===== config.mk =====
export PLATFORM = sky130hd
export DESIGN_NAME = ftcr_regs
export DESIGN_NICKNAME = d
export VERILOG_FILES = /design/src/core/ftcr_pkg.sv /design/src/core/ftcr_delay_timer.sv /design/src/core/ftcr_regs.sv
export SDC_FILE = /design/constraint.sdc
export NUM_CORES = 1
export LEC_CHECK = 0
export ABC_AREA = 0
export BUFFER_PORTS_ARGS = -buffer_cell sky130_fd_sc_hd__buf_2
export CORE_MARGIN = 3
export CORE_UTILIZATION = 40
export CTS_CLUSTER_DIAMETER = 120
export DETAILED_ROUTE_END_ITERATION = 7
export HOLD_SLACK_MARGIN = 0.15
export SYNTH_ARGS = -nofsm -noshare
export SYNTH_HDL_FRONTEND = slang
export SYNTH_SLANG_ARGS = --single-unit

===== constraint.sdc =====
create_clock -name clk -period 5.5 [get_ports clk]
set_input_delay 0.825 -clock clk [delete_from_list [all_inputs] [get_ports clk]]
set_output_delay 0.825 -clock clk [all_outputs]
set_load 0.02 [all_outputs]

===== src/core/ftcr_pkg.sv =====
package ftcr_pkg;

	// command codes of the configuration registers
	localparam logic [7:0] CMD_FAST_OC = 8'hd1;
	localparam logic [7:0] CMD_TIME_UNITS = 8'hd2;
	localparam logic [7:0] CMD_SCALE_MON = 8'hd3;
	localparam logic [7:0] CMD_SLEW = 8'hd4;
	localparam logic [7:0] CMD_FILTER = 8'hd5;

	// byte counts of each transfer
	localparam logic [3:0] LEN_BYTE = 4'h1;
	localparam logic [3:0] LEN_WORD = 4'h2;
	localparam logic [3:0] LEN_SCALE = 4'h4;
	localparam logic [3:0] LEN_SLEW = 4'h8;

	// fast overcurrent configuration fields
	localparam int OC_EN_BIT = 7;
	localparam int OC_LVL_LSB = 0;
	localparam int OC_LVL_W = 7;
	localparam int OC_CNT_LSB = 8;
	localparam int OC_CNT_W = 5;

	// time-unit selector fields, one per fault class
	localparam int UNIT_W = 2;
	localparam int UNIT_VOUT_LSB = 6;
	localparam int UNIT_VIN_LSB = 4;
	localparam int UNIT_IOUT_LSB = 2;
	localparam int UNIT_TEMP_LSB = 0;
	localparam int NUM_CLASSES = 4;

	// scale monitor and slew limit fields
	localparam int SCALE_ON_LSB = 16;
	localparam int SCALE_OFF_LSB = 0;
	localparam int SLEW_W = 16;
	localparam int VIN_POS_LSB = 48;
	localparam int VIN_NEG_LSB = 32;
	localparam int VOUT_POS_LSB = 16;
	localparam int VOUT_NEG_LSB = 0;

	// reset values
	localparam logic [15:0] RST_FAST_OC = 16'h0000;
	localparam logic [7:0] RST_TIME_UNITS = 8'h00;
	localparam logic [63:0] RST_SLEW = 64'h0000_0000_0000_0000;
	localparam logic [7:0] RST_FILTER = 8'h00;

	// timing: one millisecond at the 100 ns clock
	localparam int CLK_PERIOD_NS = 100;
	localparam int UNIT_1MS_NS = 1000000;
	localparam int MS_CYCLES = UNIT_1MS_NS / CLK_PERIOD_NS;

	// milliseconds per unit for selector values 0..3
	localparam int MULT_W = 10;
	localparam logic [9:0] MULT_1MS = 10'h001;
	localparam logic [9:0] MULT_10MS = 10'h00a;
	localparam logic [9:0] MULT_100MS = 10'h064;
	localparam logic [9:0] MULT_1S = 10'h3e8;

	typedef enum logic [7:0] {
		FILT_OUTPUT_VOLTAGE = 8'h00,
		FILT_OUTPUT_CURRENT = 8'h01,
		FILT_INPUT_FEED_FORWARD = 8'h02
	} ftcr_filter_t;

	typedef struct packed {
		logic valid;
		logic write;
		logic [7:0] code;
		logic [3:0] len;
		logic [63:0] wdata;
	} ftcr_req_t;

	typedef struct packed {
		logic valid;
		logic nack;
		logic [3:0] len;
		logic [63:0] rdata;
	} ftcr_rsp_t;

endpackage : ftcr_pkg


===== src/core/ftcr_delay_timer.sv =====
`timescale 1ns/1ps
`default_nettype none
module ftcr_delay_timer #(
	parameter int MS_CYCLES = ftcr_pkg::MS_CYCLES,
	parameter int VALUE_W = 8
) (
	input wire logic clk,
	input wire logic rst_n,
	input wire logic start,
	input wire logic [VALUE_W-1:0] value,
	input wire logic [ftcr_pkg::UNIT_W-1:0] unit_sel,
	output logic busy,
	output logic done
);
	import ftcr_pkg::*;

	localparam int TICK_W = $clog2(MS_CYCLES);
	localparam int TOT_W = VALUE_W + MULT_W;
	localparam logic [TICK_W-1:0] TICK_LAST = TICK_W'(MS_CYCLES - 1);

	if (MS_CYCLES < 2 || VALUE_W < 1) begin : g_chk
		$error("ftcr_delay_timer: bad parameters");
	end

	typedef enum logic [1:0] {
		ST_IDLE = 2'b01,
		ST_RUN = 2'b10
	} ftcr_tstate_t;

	ftcr_tstate_t state, next_state;
	logic [TICK_W-1:0] tick, next_tick;
	logic [TOT_W-1:0] remain, next_remain;
	logic next_done;
	logic [MULT_W-1:0] mult;

	// unit decode
	always_comb begin
		case (unit_sel)
			2'h0: mult = MULT_1MS;
			2'h1: mult = MULT_10MS;
			2'h2: mult = MULT_100MS;
			default: mult = MULT_1S;
		endcase
	end

	// counts whole milliseconds of value times unit
	always_comb begin
		next_state = state;
		next_tick = tick;
		next_remain = remain;
		next_done = 1'b0;
		case (state)
			ST_IDLE: begin
				if (start) begin
					// value times unit
					next_remain = TOT_W'(value) * TOT_W'(mult);
					next_tick = '0;
					next_state = ST_RUN;
				end
			end
			ST_RUN: begin
				if (remain == '0) begin
					next_done = 1'b1;
					next_state = ST_IDLE;
				end else if (tick == TICK_LAST) begin
					next_tick = '0;
					next_remain = remain - TOT_W'(1);
				end else begin
					next_tick = tick + TICK_W'(1);
				end
			end
			default: next_state = ST_IDLE;
		endcase
	end

	// timer state registers
	always_ff @(posedge clk or negedge rst_n) begin
		if (!rst_n) begin
			state <= ST_IDLE;
			tick <= '0;
			remain <= '0;
			done <= 1'b0;
		end else begin
			state <= next_state;
			tick <= next_tick;
			remain <= next_remain;
			done <= next_done;
		end
	end

	assign busy = (state == ST_RUN);

endmodule : ftcr_delay_timer
`default_nettype wire


===== src/core/ftcr_regs.sv =====
// Contract
// bit 7 enables fast overcurrent detection
// bits 12:8 count samples before trip
// bits 6:0 set the trip level
// command d1 is read/write word
// fault time equals value times unit
// selector: 1 ms, 10 ms, 100 ms, 1 s
// unit fields: vout, vin, iout, temperature
// command d3 is read-only four-byte block
// on-offset high half, off-scale low half
// input slew within limits for pre-bias
// output slew within limits for pre-bias
// filter byte selects coefficient set
// a low sample clears the run count
`timescale 1ns/1ps
`default_nettype none
module ftcr_regs #(
	parameter int MS_CYCLES = ftcr_pkg::MS_CYCLES,
	parameter int VALUE_W = 8
) (
	input wire logic clk,
	input wire logic rst_n,
	input wire ftcr_pkg::ftcr_req_t req,
	output ftcr_pkg::ftcr_rsp_t rsp,
	input wire logic cur_valid,
	input wire logic [ftcr_pkg::OC_LVL_W-1:0] cur_level,
	output logic overcurrent_protection_on,
	output logic overcurrent_trip,
	input wire logic [ftcr_pkg::NUM_CLASSES-1:0] fault_start,
	input wire logic [ftcr_pkg::NUM_CLASSES*VALUE_W-1:0] fault_value,
	output logic [ftcr_pkg::NUM_CLASSES-1:0] fault_busy,
	output logic [ftcr_pkg::NUM_CLASSES-1:0] fault_done,
	input wire logic [15:0] scale_on_trim,
	input wire logic [15:0] scale_off_trim,
	input wire logic slew_valid,
	input wire logic signed [ftcr_pkg::SLEW_W-1:0] vin_slew,
	input wire logic signed [ftcr_pkg::SLEW_W-1:0] vout_slew,
	output logic prebias_ok,
	output ftcr_pkg::ftcr_filter_t filter_sel
);
	import ftcr_pkg::*;

	if (MS_CYCLES < 2 || VALUE_W < 1 || VALUE_W > 16) begin : g_chk
		$error("ftcr_regs: bad parameters");
	end

	// stored configuration
	logic [15:0] fast_overcurrent_config, next_fast_overcurrent_config;
	logic [7:0] fault_delay_time_units, next_fault_delay_time_units;
	logic [63:0] prestart_slew_limits, next_prestart_slew_limits;
	logic [7:0] filter_coefficient_choice, next_filter_coefficient_choice;
	ftcr_rsp_t next_rsp;

	// request decode helpers
	logic [3:0] exp_len;
	logic known;
	logic refuse;
	logic [63:0] read_word;

	// overcurrent detector state
	logic [OC_CNT_W-1:0] oc_run, next_oc_run;
	logic next_overcurrent_trip;
	logic oc_excess;

	// pre-bias qualification state
	logic next_prebias_ok;
	logic vin_in_window, vout_in_window;

	// field views
	logic oc_enable;
	logic [OC_CNT_W-1:0] oc_samples;
	logic [OC_CNT_W-1:0] oc_target;
	logic [OC_LVL_W-1:0] oc_level;
	logic [UNIT_W-1:0] unit_sel [NUM_CLASSES];
	logic signed [SLEW_W-1:0] vin_pos_lim, vin_neg_lim;
	logic signed [SLEW_W-1:0] vout_pos_lim, vout_neg_lim;

	// enable bit
	assign oc_enable = fast_overcurrent_config[OC_EN_BIT];
	// sample count field
	assign oc_samples = fast_overcurrent_config[OC_CNT_LSB +: OC_CNT_W];
	// trip level field
	assign oc_level = fast_overcurrent_config[OC_LVL_LSB +: OC_LVL_W];
	// a count of zero behaves as one sample
	assign oc_target = (oc_samples == '0) ? OC_CNT_W'(1) : oc_samples;

	// class field split
	// index 0 vout, 1 vin, 2 iout, 3 temperature
	assign unit_sel[0] = fault_delay_time_units[UNIT_VOUT_LSB +: UNIT_W];
	assign unit_sel[1] = fault_delay_time_units[UNIT_VIN_LSB +: UNIT_W];
	assign unit_sel[2] = fault_delay_time_units[UNIT_IOUT_LSB +: UNIT_W];
	assign unit_sel[3] = fault_delay_time_units[UNIT_TEMP_LSB +: UNIT_W];

	// slew limit fields
	assign vin_pos_lim = prestart_slew_limits[VIN_POS_LSB +: SLEW_W];
	assign vin_neg_lim = prestart_slew_limits[VIN_NEG_LSB +: SLEW_W];
	assign vout_pos_lim = prestart_slew_limits[VOUT_POS_LSB +: SLEW_W];
	assign vout_neg_lim = prestart_slew_limits[VOUT_NEG_LSB +: SLEW_W];

	// refusal decode: unknown code, wrong length, write to the
	// read-only block, or a filter set that does not exist
	always_comb begin
		exp_len = '0;
		known = 1'b1;
		case (req.code)
			CMD_FAST_OC: begin
				// word transfer
				exp_len = LEN_WORD;
			end
			CMD_TIME_UNITS: begin
				exp_len = LEN_BYTE;
			end
			CMD_SCALE_MON: begin
				// four-byte block
				exp_len = LEN_SCALE;
			end
			CMD_SLEW: begin
				exp_len = LEN_SLEW;
			end
			CMD_FILTER: begin
				exp_len = LEN_BYTE;
			end
			default: begin
				known = 1'b0; // unknown command
			end
		endcase
		// length must match the transfer size of the command
		refuse = !known || (req.len != exp_len);
		// read-only block
		if (req.write && req.code == CMD_SCALE_MON) begin
			refuse = 1'b1;
		end
		// only defined sets
		if (req.write && req.code == CMD_FILTER
			&& req.wdata[7:0] > FILT_INPUT_FEED_FORWARD) begin
			refuse = 1'b1;
		end
	end

	// read data of each register, low bits first, upper bits zero
	always_comb begin
		read_word = '0;
		case (req.code)
			CMD_FAST_OC: begin
				read_word[15:0] = fast_overcurrent_config;
			end
			CMD_TIME_UNITS: begin
				read_word[7:0] = fault_delay_time_units;
			end
			CMD_SCALE_MON: begin
				// on high, off low
				read_word[SCALE_ON_LSB +: 16] = scale_on_trim;
				read_word[SCALE_OFF_LSB +: 16] = scale_off_trim;
			end
			CMD_SLEW: begin
				read_word = prestart_slew_limits;
			end
			CMD_FILTER: begin
				read_word[7:0] = filter_coefficient_choice;
			end
			default: begin
				read_word = '0;
			end
		endcase
	end

	// write decode and answer; a refused request changes nothing
	always_comb begin
		next_fast_overcurrent_config = fast_overcurrent_config;
		next_fault_delay_time_units = fault_delay_time_units;
		next_prestart_slew_limits = prestart_slew_limits;
		next_filter_coefficient_choice = filter_coefficient_choice;
		next_rsp = '0;
		if (req.valid) begin
			next_rsp.valid = 1'b1;
			next_rsp.nack = refuse;
			next_rsp.len = req.len;
			if (refuse) begin
				next_rsp.rdata = '0;
			end else if (req.write) begin
				// a write answers with zero data
				case (req.code)
					CMD_FAST_OC: begin
						next_fast_overcurrent_config = req.wdata[15:0];
					end
					CMD_TIME_UNITS: begin
						next_fault_delay_time_units = req.wdata[7:0];
					end
					CMD_SLEW: begin
						next_prestart_slew_limits = req.wdata;
					end
					CMD_FILTER: begin
						next_filter_coefficient_choice = req.wdata[7:0];
					end
					default: begin
						next_rsp.rdata = '0;
					end
				endcase
			end else begin
				next_rsp.rdata = read_word;
			end
		end
	end

	// configuration and answer registers
	always_ff @(posedge clk or negedge rst_n) begin
		if (!rst_n) begin
			fast_overcurrent_config <= RST_FAST_OC;
			fault_delay_time_units <= RST_TIME_UNITS;
			prestart_slew_limits <= RST_SLEW;
			filter_coefficient_choice <= RST_FILTER;
			rsp <= '0;
		end else begin
			fast_overcurrent_config <= next_fast_overcurrent_config;
			fault_delay_time_units <= next_fault_delay_time_units;
			prestart_slew_limits <= next_prestart_slew_limits;
			filter_coefficient_choice <= next_filter_coefficient_choice;
			rsp <= next_rsp;
		end
	end

	// sample at or above the trip level
	assign oc_excess = (cur_level >= oc_level);

	// run counter of consecutive excess samples
	always_comb begin
		next_oc_run = oc_run;
		next_overcurrent_trip = 1'b0;
		if (!oc_enable) begin
			// disabled clears detector
			next_oc_run = '0;
		end else if (cur_valid) begin
			if (oc_excess) begin
				// trip at count
				if (oc_run < oc_target) begin
					next_oc_run = oc_run + OC_CNT_W'(1);
					next_overcurrent_trip = (next_oc_run == oc_target);
				end
			end else begin
				// low sample clears
				next_oc_run = '0;
			end
		end
	end

	// detector registers
	always_ff @(posedge clk or negedge rst_n) begin
		if (!rst_n) begin
			oc_run <= '0;
			overcurrent_trip <= 1'b0;
		end else begin
			oc_run <= next_oc_run;
			overcurrent_trip <= next_overcurrent_trip;
		end
	end

	// enable state shown to the power stage
	assign overcurrent_protection_on = oc_enable;

	// input slew window, limits inclusive
	assign vin_in_window = (vin_slew <= vin_pos_lim)
		&& (vin_slew >= vin_neg_lim);
	// output slew window, limits inclusive
	assign vout_in_window = (vout_slew <= vout_pos_lim)
		&& (vout_slew >= vout_neg_lim);

	// pre-bias verdict, held until the next slew measurement
	always_comb begin
		next_prebias_ok = prebias_ok;
		if (slew_valid) begin
			next_prebias_ok = vin_in_window && vout_in_window;
		end
	end

	// pre-bias register
	always_ff @(posedge clk or negedge rst_n) begin
		if (!rst_n) begin
			prebias_ok <= 1'b0;
		end else begin
			prebias_ok <= next_prebias_ok;
		end
	end

	// coefficient set output
	assign filter_sel = ftcr_filter_t'(filter_coefficient_choice);

	// one delay timer per fault class
	for (genvar i = 0; i < NUM_CLASSES; i++) begin : g_cls
		// scaled fault timer
		ftcr_delay_timer #(
			.MS_CYCLES(MS_CYCLES),
			.VALUE_W(VALUE_W)
		) u_timer (
			.clk(clk),
			.rst_n(rst_n),
			.start(fault_start[i]),
			.value(fault_value[i*VALUE_W +: VALUE_W]),
			.unit_sel(unit_sel[i]),
			.busy(fault_busy[i]),
			.done(fault_done[i])
		);
	end

endmodule : ftcr_regs
`default_nettype wire


* Yosys cells after proc, flatten, opt, wreduce, memory -nomap -nowiden
Cells that the tools add are included.
Operators by class: add/subtract/negate cells 9, $mul 4, $lt $le $gt $ge 7, equality and inequality tests 45, muxes and demuxes 76, bitwise logic cells 1, reductions and logical operators 40
Operators by type and width (number):
- $mux W18 | 12
- $mux W14 | 12
- $pmux W18 S2 | 4
- $mux W64 | 2
- $pmux W10 S3 | 4
- $pmux W14 S2 | 4
- $logic_not A18 Y1 | 4
- $mul A8 B10 Y18 | 4
- $sub A18 B1 Y18 const B | 4
- $mux W70 | 1
- $add A14 B1 Y14 const B | 4
- $eq A14 B14 Y1 const B | 4
- $eq A8 B8 Y1 const B | 5
- $pmux W8 S5 | 1
- $ne A2 B2 Y1 const B | 17
- $ge A16 B16 Y1 | 2
- $le A16 B16 Y1 | 2
- $mux W32 | 1
- $pmux W16 S2 | 1
- $reduce_and A4 Y1 | 8
- $mux W5 | 5
- $pmux W8 S3 | 1
- $eq A2 B1 Y1 const B | 8
- $eq A2 B2 Y1 const B | 8
- 22 further kinds | 64
Storage, ports and cells: bits in registers 313, input bits 189, output and inout bits 89, word-level logic and storage cells 209

* Longest topological paths before layout
depth in word-level cells 9, depth in mapped cells 21, depth with buffers taken out 19

* Modules after synthesis
Synthesis repeated with hierarchy kept, for this count alone.
Second synthesis, totals: cells, all modules 2836, area total of the unflattened synthesis 26387.8 sq um
By module, submodules not included:
- ftcr_regs | times used 1, cells an instance 783, area an instance 8753.4 sq um, sequential area each 4329.2 sq um
- ftcr_delay_timer at g_cls[2].u_timer | times used 1, cells an instance 515, area an instance 4461.8 sq um, sequential area each 877.1 sq um
- ftcr_delay_timer at g_cls[1].u_timer | times used 1, cells an instance 513, area an instance 4413.0 sq um, sequential area each 877.1 sq um
- ftcr_delay_timer at g_cls[3].u_timer | times used 1, cells an instance 514, area an instance 4403.0 sq um, sequential area each 877.1 sq um
- ftcr_delay_timer at g_cls[0].u_timer | times used 1, cells an instance 511, area an instance 4356.7 sq um, sequential area each 877.1 sq um

* Worst setup path before layout
No wires, ideal clock.
path type input -> register, start input fault_value[15] (netlist bit), end register g_cls[1].u_timer.remain[15], setup time 126 ps, arrival time 4808 ps, data required time 5374 ps, path slack 566 ps, stages 15, buffers on the path 0, cells stage by stage and2_1 -> nor2b_1 -> fa_1 -> fa_1 -> fa_1 -> inv_1 -> fa_1 -> inv_1 -> ha_1 -> and2_1 -> a311oi_1 -> o2bb2ai_1 -> o21ai_0 -> xnor2_1 -> a221o_1
On the way: word-level cells in the longest chain between the ends 3
Ends and longest elaborated chain:
- start, declared | RTL line ftcr_regs.sv:30 | input wire logic [ftcr_pkg::NUM_CLASSES*VALUE_W-1:0] fault_value,
- $mul A8 B10 Y18 | RTL line ftcr_delay_timer.sv:56 | next_remain = TOT_W'(value) * TOT_W'(mult);
- $mux W18 | RTL line ftcr_delay_timer.sv:54 | if (start) begin
- $pmux W18 S2 | RTL line ftcr_delay_timer.sv:52 | case (state)
- end signal, assigned | RTL line ftcr_delay_timer.sv:86 | remain <= next_remain;
- end, declared | RTL line ftcr_delay_timer.sv:32 | logic [TOT_W-1:0] remain, next_remain;
No other way between the ends. The select of a mux whose other input is x is not followed. A chain may end at the register's enable or synchronous reset.

* Worst setup path in the final report
start register fault_delay_time_units[5], end register g_cls[1].u_timer.remain[15]
On the way: word-level cells in the longest chain between the ends 5, elaborated cells on any way between the ends 7, those cells by class mul: 1; eq/ne: 2; mux: 3; reduce/logical: 1
Ends and longest elaborated chain:
- start, declared | RTL line ftcr_regs.sv:49 | logic [7:0] fault_delay_time_units, next_fault_delay_time_units;
- start signal, assigned | RTL line ftcr_regs.sv:215 | fault_delay_time_units <= next_fault_delay_time_units;
- $eq A2 B2 Y1, or another cell as far along | RTL line ftcr_delay_timer.sv:38 | case (unit_sel)
- $pmux W10 S3 * | RTL line ftcr_delay_timer.sv:38
- $mul A8 B10 Y18 * | RTL line ftcr_delay_timer.sv:56
- $mux W18 * | RTL line ftcr_delay_timer.sv:54
- $pmux W18 S2 * | RTL line ftcr_delay_timer.sv:52
Every way passes the cells marked *; elsewhere a longest branch is shown, timed or not. The select of a mux whose other input is x is not followed.

==> impl_metrics.env <==
export IMPL_status="complete, no violations"
export IMPL_synth_fp_nets=3500
export IMPL_htreeDepth=2
export IMPL_post_synth_edffs=0
export IMPL_design_core_area_sq_mm=0.0647
export IMPL_buffers_and_inverters_on_the_worst_path=3
export IMPL_pin_count_of_the_biggest_net_entering_global_routing=123
export IMPL_critical_path_class="reg2reg"
export IMPL_setup_violations=0
export IMPL_clkSinkCount=313
export IMPL_antenna_violating_nets_post_route=0
export IMPL_power_per_cell_area_mw_per_mm2=205
export IMPL_ys_types=87
export IMPL_critical_path_start_type="flop"
export IMPL_synth_warnings=0
export IMPL_slowest_delay_ns=0.62
export IMPL_drt_initial_drc_count=1191
export IMPL_cts_buffers_inserted=40
export IMPL_timing_critical_path_cells="nor2b_1, nand2_1, fa_1, fa_1, inv_1, fa_1, inv_1, fa_1, inv_1, ha_1, a311oi_1, o2bb2ai_1, o21ai_0, xnor2_1, a221o_1"
export IMPL_finalClockSkew_ns=0.0563
export IMPL_post_place_cells=3943
export IMPL_ys_async_sr_fraction_pct=100
export IMPL_detailroute_via_count=20694
export IMPL_routedWlPerCell_um=16.6
export IMPL_syn_instance_count=2875
export IMPL_post_cts_setup_buffers=0
export IMPL_critical_path_top_cell_by_count="sky130_fd_sc_hd__fa_1"
export IMPL_cell_with_the_largest_stage_delay_on_the_worst_path="sky130_fd_sc_hd__dfrtp_1"
export IMPL_avg_cell_area_syn_sq_um=9.14
export IMPL_total_power_mw=6.15
export IMPL_final_sum_of_negative_setup_slack_ns=0
export IMPL_port_buffers=277
export IMPL_max_slew_margin_rel_pct=21.7
export IMPL_fp_dieH_um=262
export IMPL_synth_seq_area_share_pct=29.8
export IMPL_arrival_ns=5.51
export IMPL_yosys_most_used_dff="sky130_fd_sc_hd__dfrtp_1"
export IMPL_layout_core_utilization_pct=46.3
export IMPL_floorplan_die_area_sq_mm=0.0688
export IMPL_grtUsageTotal_pct=19.3
export IMPL_holdCritPathClass="in2async"
export IMPL_hold_viol=0
export IMPL_leakagePower_nw=15.5
export IMPL_grt_antenna_before_repair=30
export IMPL_drv_cap=0
export IMPL_max_clock_path_buffers=3
export IMPL_dpl_hpwl_um=52700
export IMPL_routabilityCongestion=0.880
export IMPL_post_synth_instance_area_sq_mm=0.0263
export IMPL_post_cts_resized_instances=0
export IMPL_final_max_slew_viol_count=0
export IMPL_finalNonFillerCells=4034
export IMPL_cp_max_fo=14
export IMPL_post_route_period_util_pct=91.9
export IMPL_ys_seq_elements=313
export IMPL_grt_pass1_wl_um=110000
export IMPL_cts_root_buffer_cell="sky130_fd_sc_hd__clkbuf_16"
export IMPL_grt_setup_unrepaired="no"
export IMPL_detailedRoute_firstPassIterationCount=5
export IMPL_totalWireLength_um=67000
export IMPL_die_width_um=262
export IMPL_placed_area_sq_mm=0.0286
export IMPL_clk_insertion_delay_late_ns=0.58
export IMPL_num_nets_final=3755
export IMPL_drive_gt1_share_pct=15.9
export IMPL_final_area_sq_mm=0.0300
export IMPL_cts_tree="built"
export IMPL_number_of_vias_per_cell_after_detailed_routing=5.13
export IMPL_cell_family_with_the_largest_share_of_critical_path_delay="adder cells"
export IMPL_floorplan_rows=93
export IMPL_peakVddDrop_uv=222
export IMPL_max_clock_freq_mhz=198
export IMPL_start_util_pct=40.6
export IMPL_min_period_ns=5.05
export IMPL_total_global_routing_overflow=0
export IMPL_cts_hold_fix_buffers=0
export IMPL_synthToLayoutAreaGrowth_pct=14.1
export IMPL_tightestPinTransition_ns=1.17
export IMPL_post_route_drc_count=0
export IMPL_ios=278
export IMPL_worst_setup_path_end_kind="flop"
export IMPL_worst_endpoint_required_ns=5.95
export IMPL_clk_pin_slew_worst_paths_ns=0.06
export IMPL_via_count_of_the_first_global_routing_pass=20597
==> area by class of cell <==
class,count,area (sq um)
fill,6314,34700
tap,855,1070
inverter,428,1610
clock inverter,14,166
sequential,313,7840
multi-input combinational,2029,16300
antenna,19,47.5
timing repair buffer,318,1730
clock buffer,58,1170
==> cell families after synthesis <==
family | after synthesis | synth area share [%]
and+or+nand+nor | 874 | 17.3
buffers and inverters | 533 | 7.98
xor gates and xnor gates | 67 | 2.23
AOI/OAI and AO/OA | 549 | 12.9
DFF | 313 | 29.8
muxes | 103 | 4.37
adders and majority gates | 436 | 25.3
==> power breakdown <==
part           leakage (nW)  switching, mW  internal (mW)
registers              4.23          0.117           2.42
clock network         0.638           1.11           1.50
logic                  10.6          0.637          0.370
==> final timing paths <==
kind                                                             from                                       to  slack, ns  depth (start not counted)
worst max-delay path            fault_delay_time_units[5]$_DFFE_PN0P_  g_cls[1].u_timer.remain[15]$_DFFE_PN0P_       0.45                         15
worst min-delay path                                            rst_n   g_cls[1].u_timer.remain[0]$_DFFE_PN0P_       0.23                          1
worst max register to register  fault_delay_time_units[5]$_DFFE_PN0P_  g_cls[1].u_timer.remain[15]$_DFFE_PN0P_       0.45                         15
worst min register to register  g_cls[3].u_timer.tick[13]$_DFFE_PN0P_    g_cls[3].u_timer.tick[13]$_DFFE_PN0P_       0.48                          1
max in group asynchronous                                       rst_n   g_cls[0].u_timer.remain[0]$_DFFE_PN0P_       4.04                          2
min in group clk                                              req[21]     prestart_slew_limits[21]$_DFFE_PN0P_       0.45                          2
==> flip-flops by register name (all words and copies together), names as in the netlist <==
register                 count
prebias_ok                   1
oc_run                       5
g_cls.u_timer.done           4
fault_delay_time_units       8
filter_sel                   8
g_cls.u_timer.tick          56
g_cls.u_timer.state          8
fast_overcurrent_config     16
prestart_slew_limits        64
overcurrent_trip             1
g_cls.u_timer.remain        72
rsp                         70
==> layout by cell type (no fill, tap or decap), types with 29 or more instances in the layout <==
cell                        instances
sky130_fd_sc_hd__nor3_1            79
sky130_fd_sc_hd__buf_4             39
sky130_fd_sc_hd__clkbuf_16         40
sky130_fd_sc_hd__xnor2_1           38
sky130_fd_sc_hd__nand2_1          200
sky130_fd_sc_hd__a22oi_1           34
sky130_fd_sc_hd__mux2_2            84
sky130_fd_sc_hd__o21ai_0          190
sky130_fd_sc_hd__nor2b_1           49
sky130_fd_sc_hd__and3_1            51
sky130_fd_sc_hd__fa_1             160
sky130_fd_sc_hd__xor2_1            29
sky130_fd_sc_hd__a21oi_1          132
sky130_fd_sc_hd__nand3_1           52
sky130_fd_sc_hd__nor2_1           180
sky130_fd_sc_hd__ha_1             276
sky130_fd_sc_hd__buf_2            276
sky130_fd_sc_hd__nand4_1           30
sky130_fd_sc_hd__and2_1            85
sky130_fd_sc_hd__dfrtp_1          309
sky130_fd_sc_hd__inv_1            422
sky130_fd_sc_hd__nand2b_1          45
==> metrics by stage <==
| step | hold slack, ns | setup WS, ns |
|---|---|---|
| 3_3_place_gp | 0.468 | 0.315 |
| 3_5_place_dp | 0.472 | 0.265 |
| 5_1_grt | 0.264 | 0.114 |
| 2_1_floorplan | 0.437 | 0.566 |
| 4_1_cts | 0.254 | 0.446 |
| 6_report | 0.231 | 0.448 |
==> metal layers <==
layer	routed length, um	GRT usage [%]	vias up
met5	153	0	-
li1	-	-	10271
met3	3770	4.64	105
met2	30800	30.6	359
met4	1680	5.80	24
met1	30600	26.1	9935
==> synthesized netlist by cell type, drive strengths merged (22+ instances only) <==
cell,number,area share (%)
nor4,22,0.69
nand2b,45,1.1
a22oi,34,0.97
or3,26,0.71
and3,51,1.2
a21o,23,0.66
buf,34,0.85
nor2,180,2.6
clkbuf,71,1.0
nor3,82,1.6
ha,276,13
xnor2,38,1.3
nand3,54,1.1
dfrtp,309,29
fa,160,12
nand2,202,2.9
nand4,30,0.71
a21oi,132,2.5
mux2,94,4.0
o21ai,193,3.7
xor2,29,0.97
and2,87,2.1
inv,424,6.1
nor2b,49,1.2
Note: power is estimated with default switching activity, not from simulation.
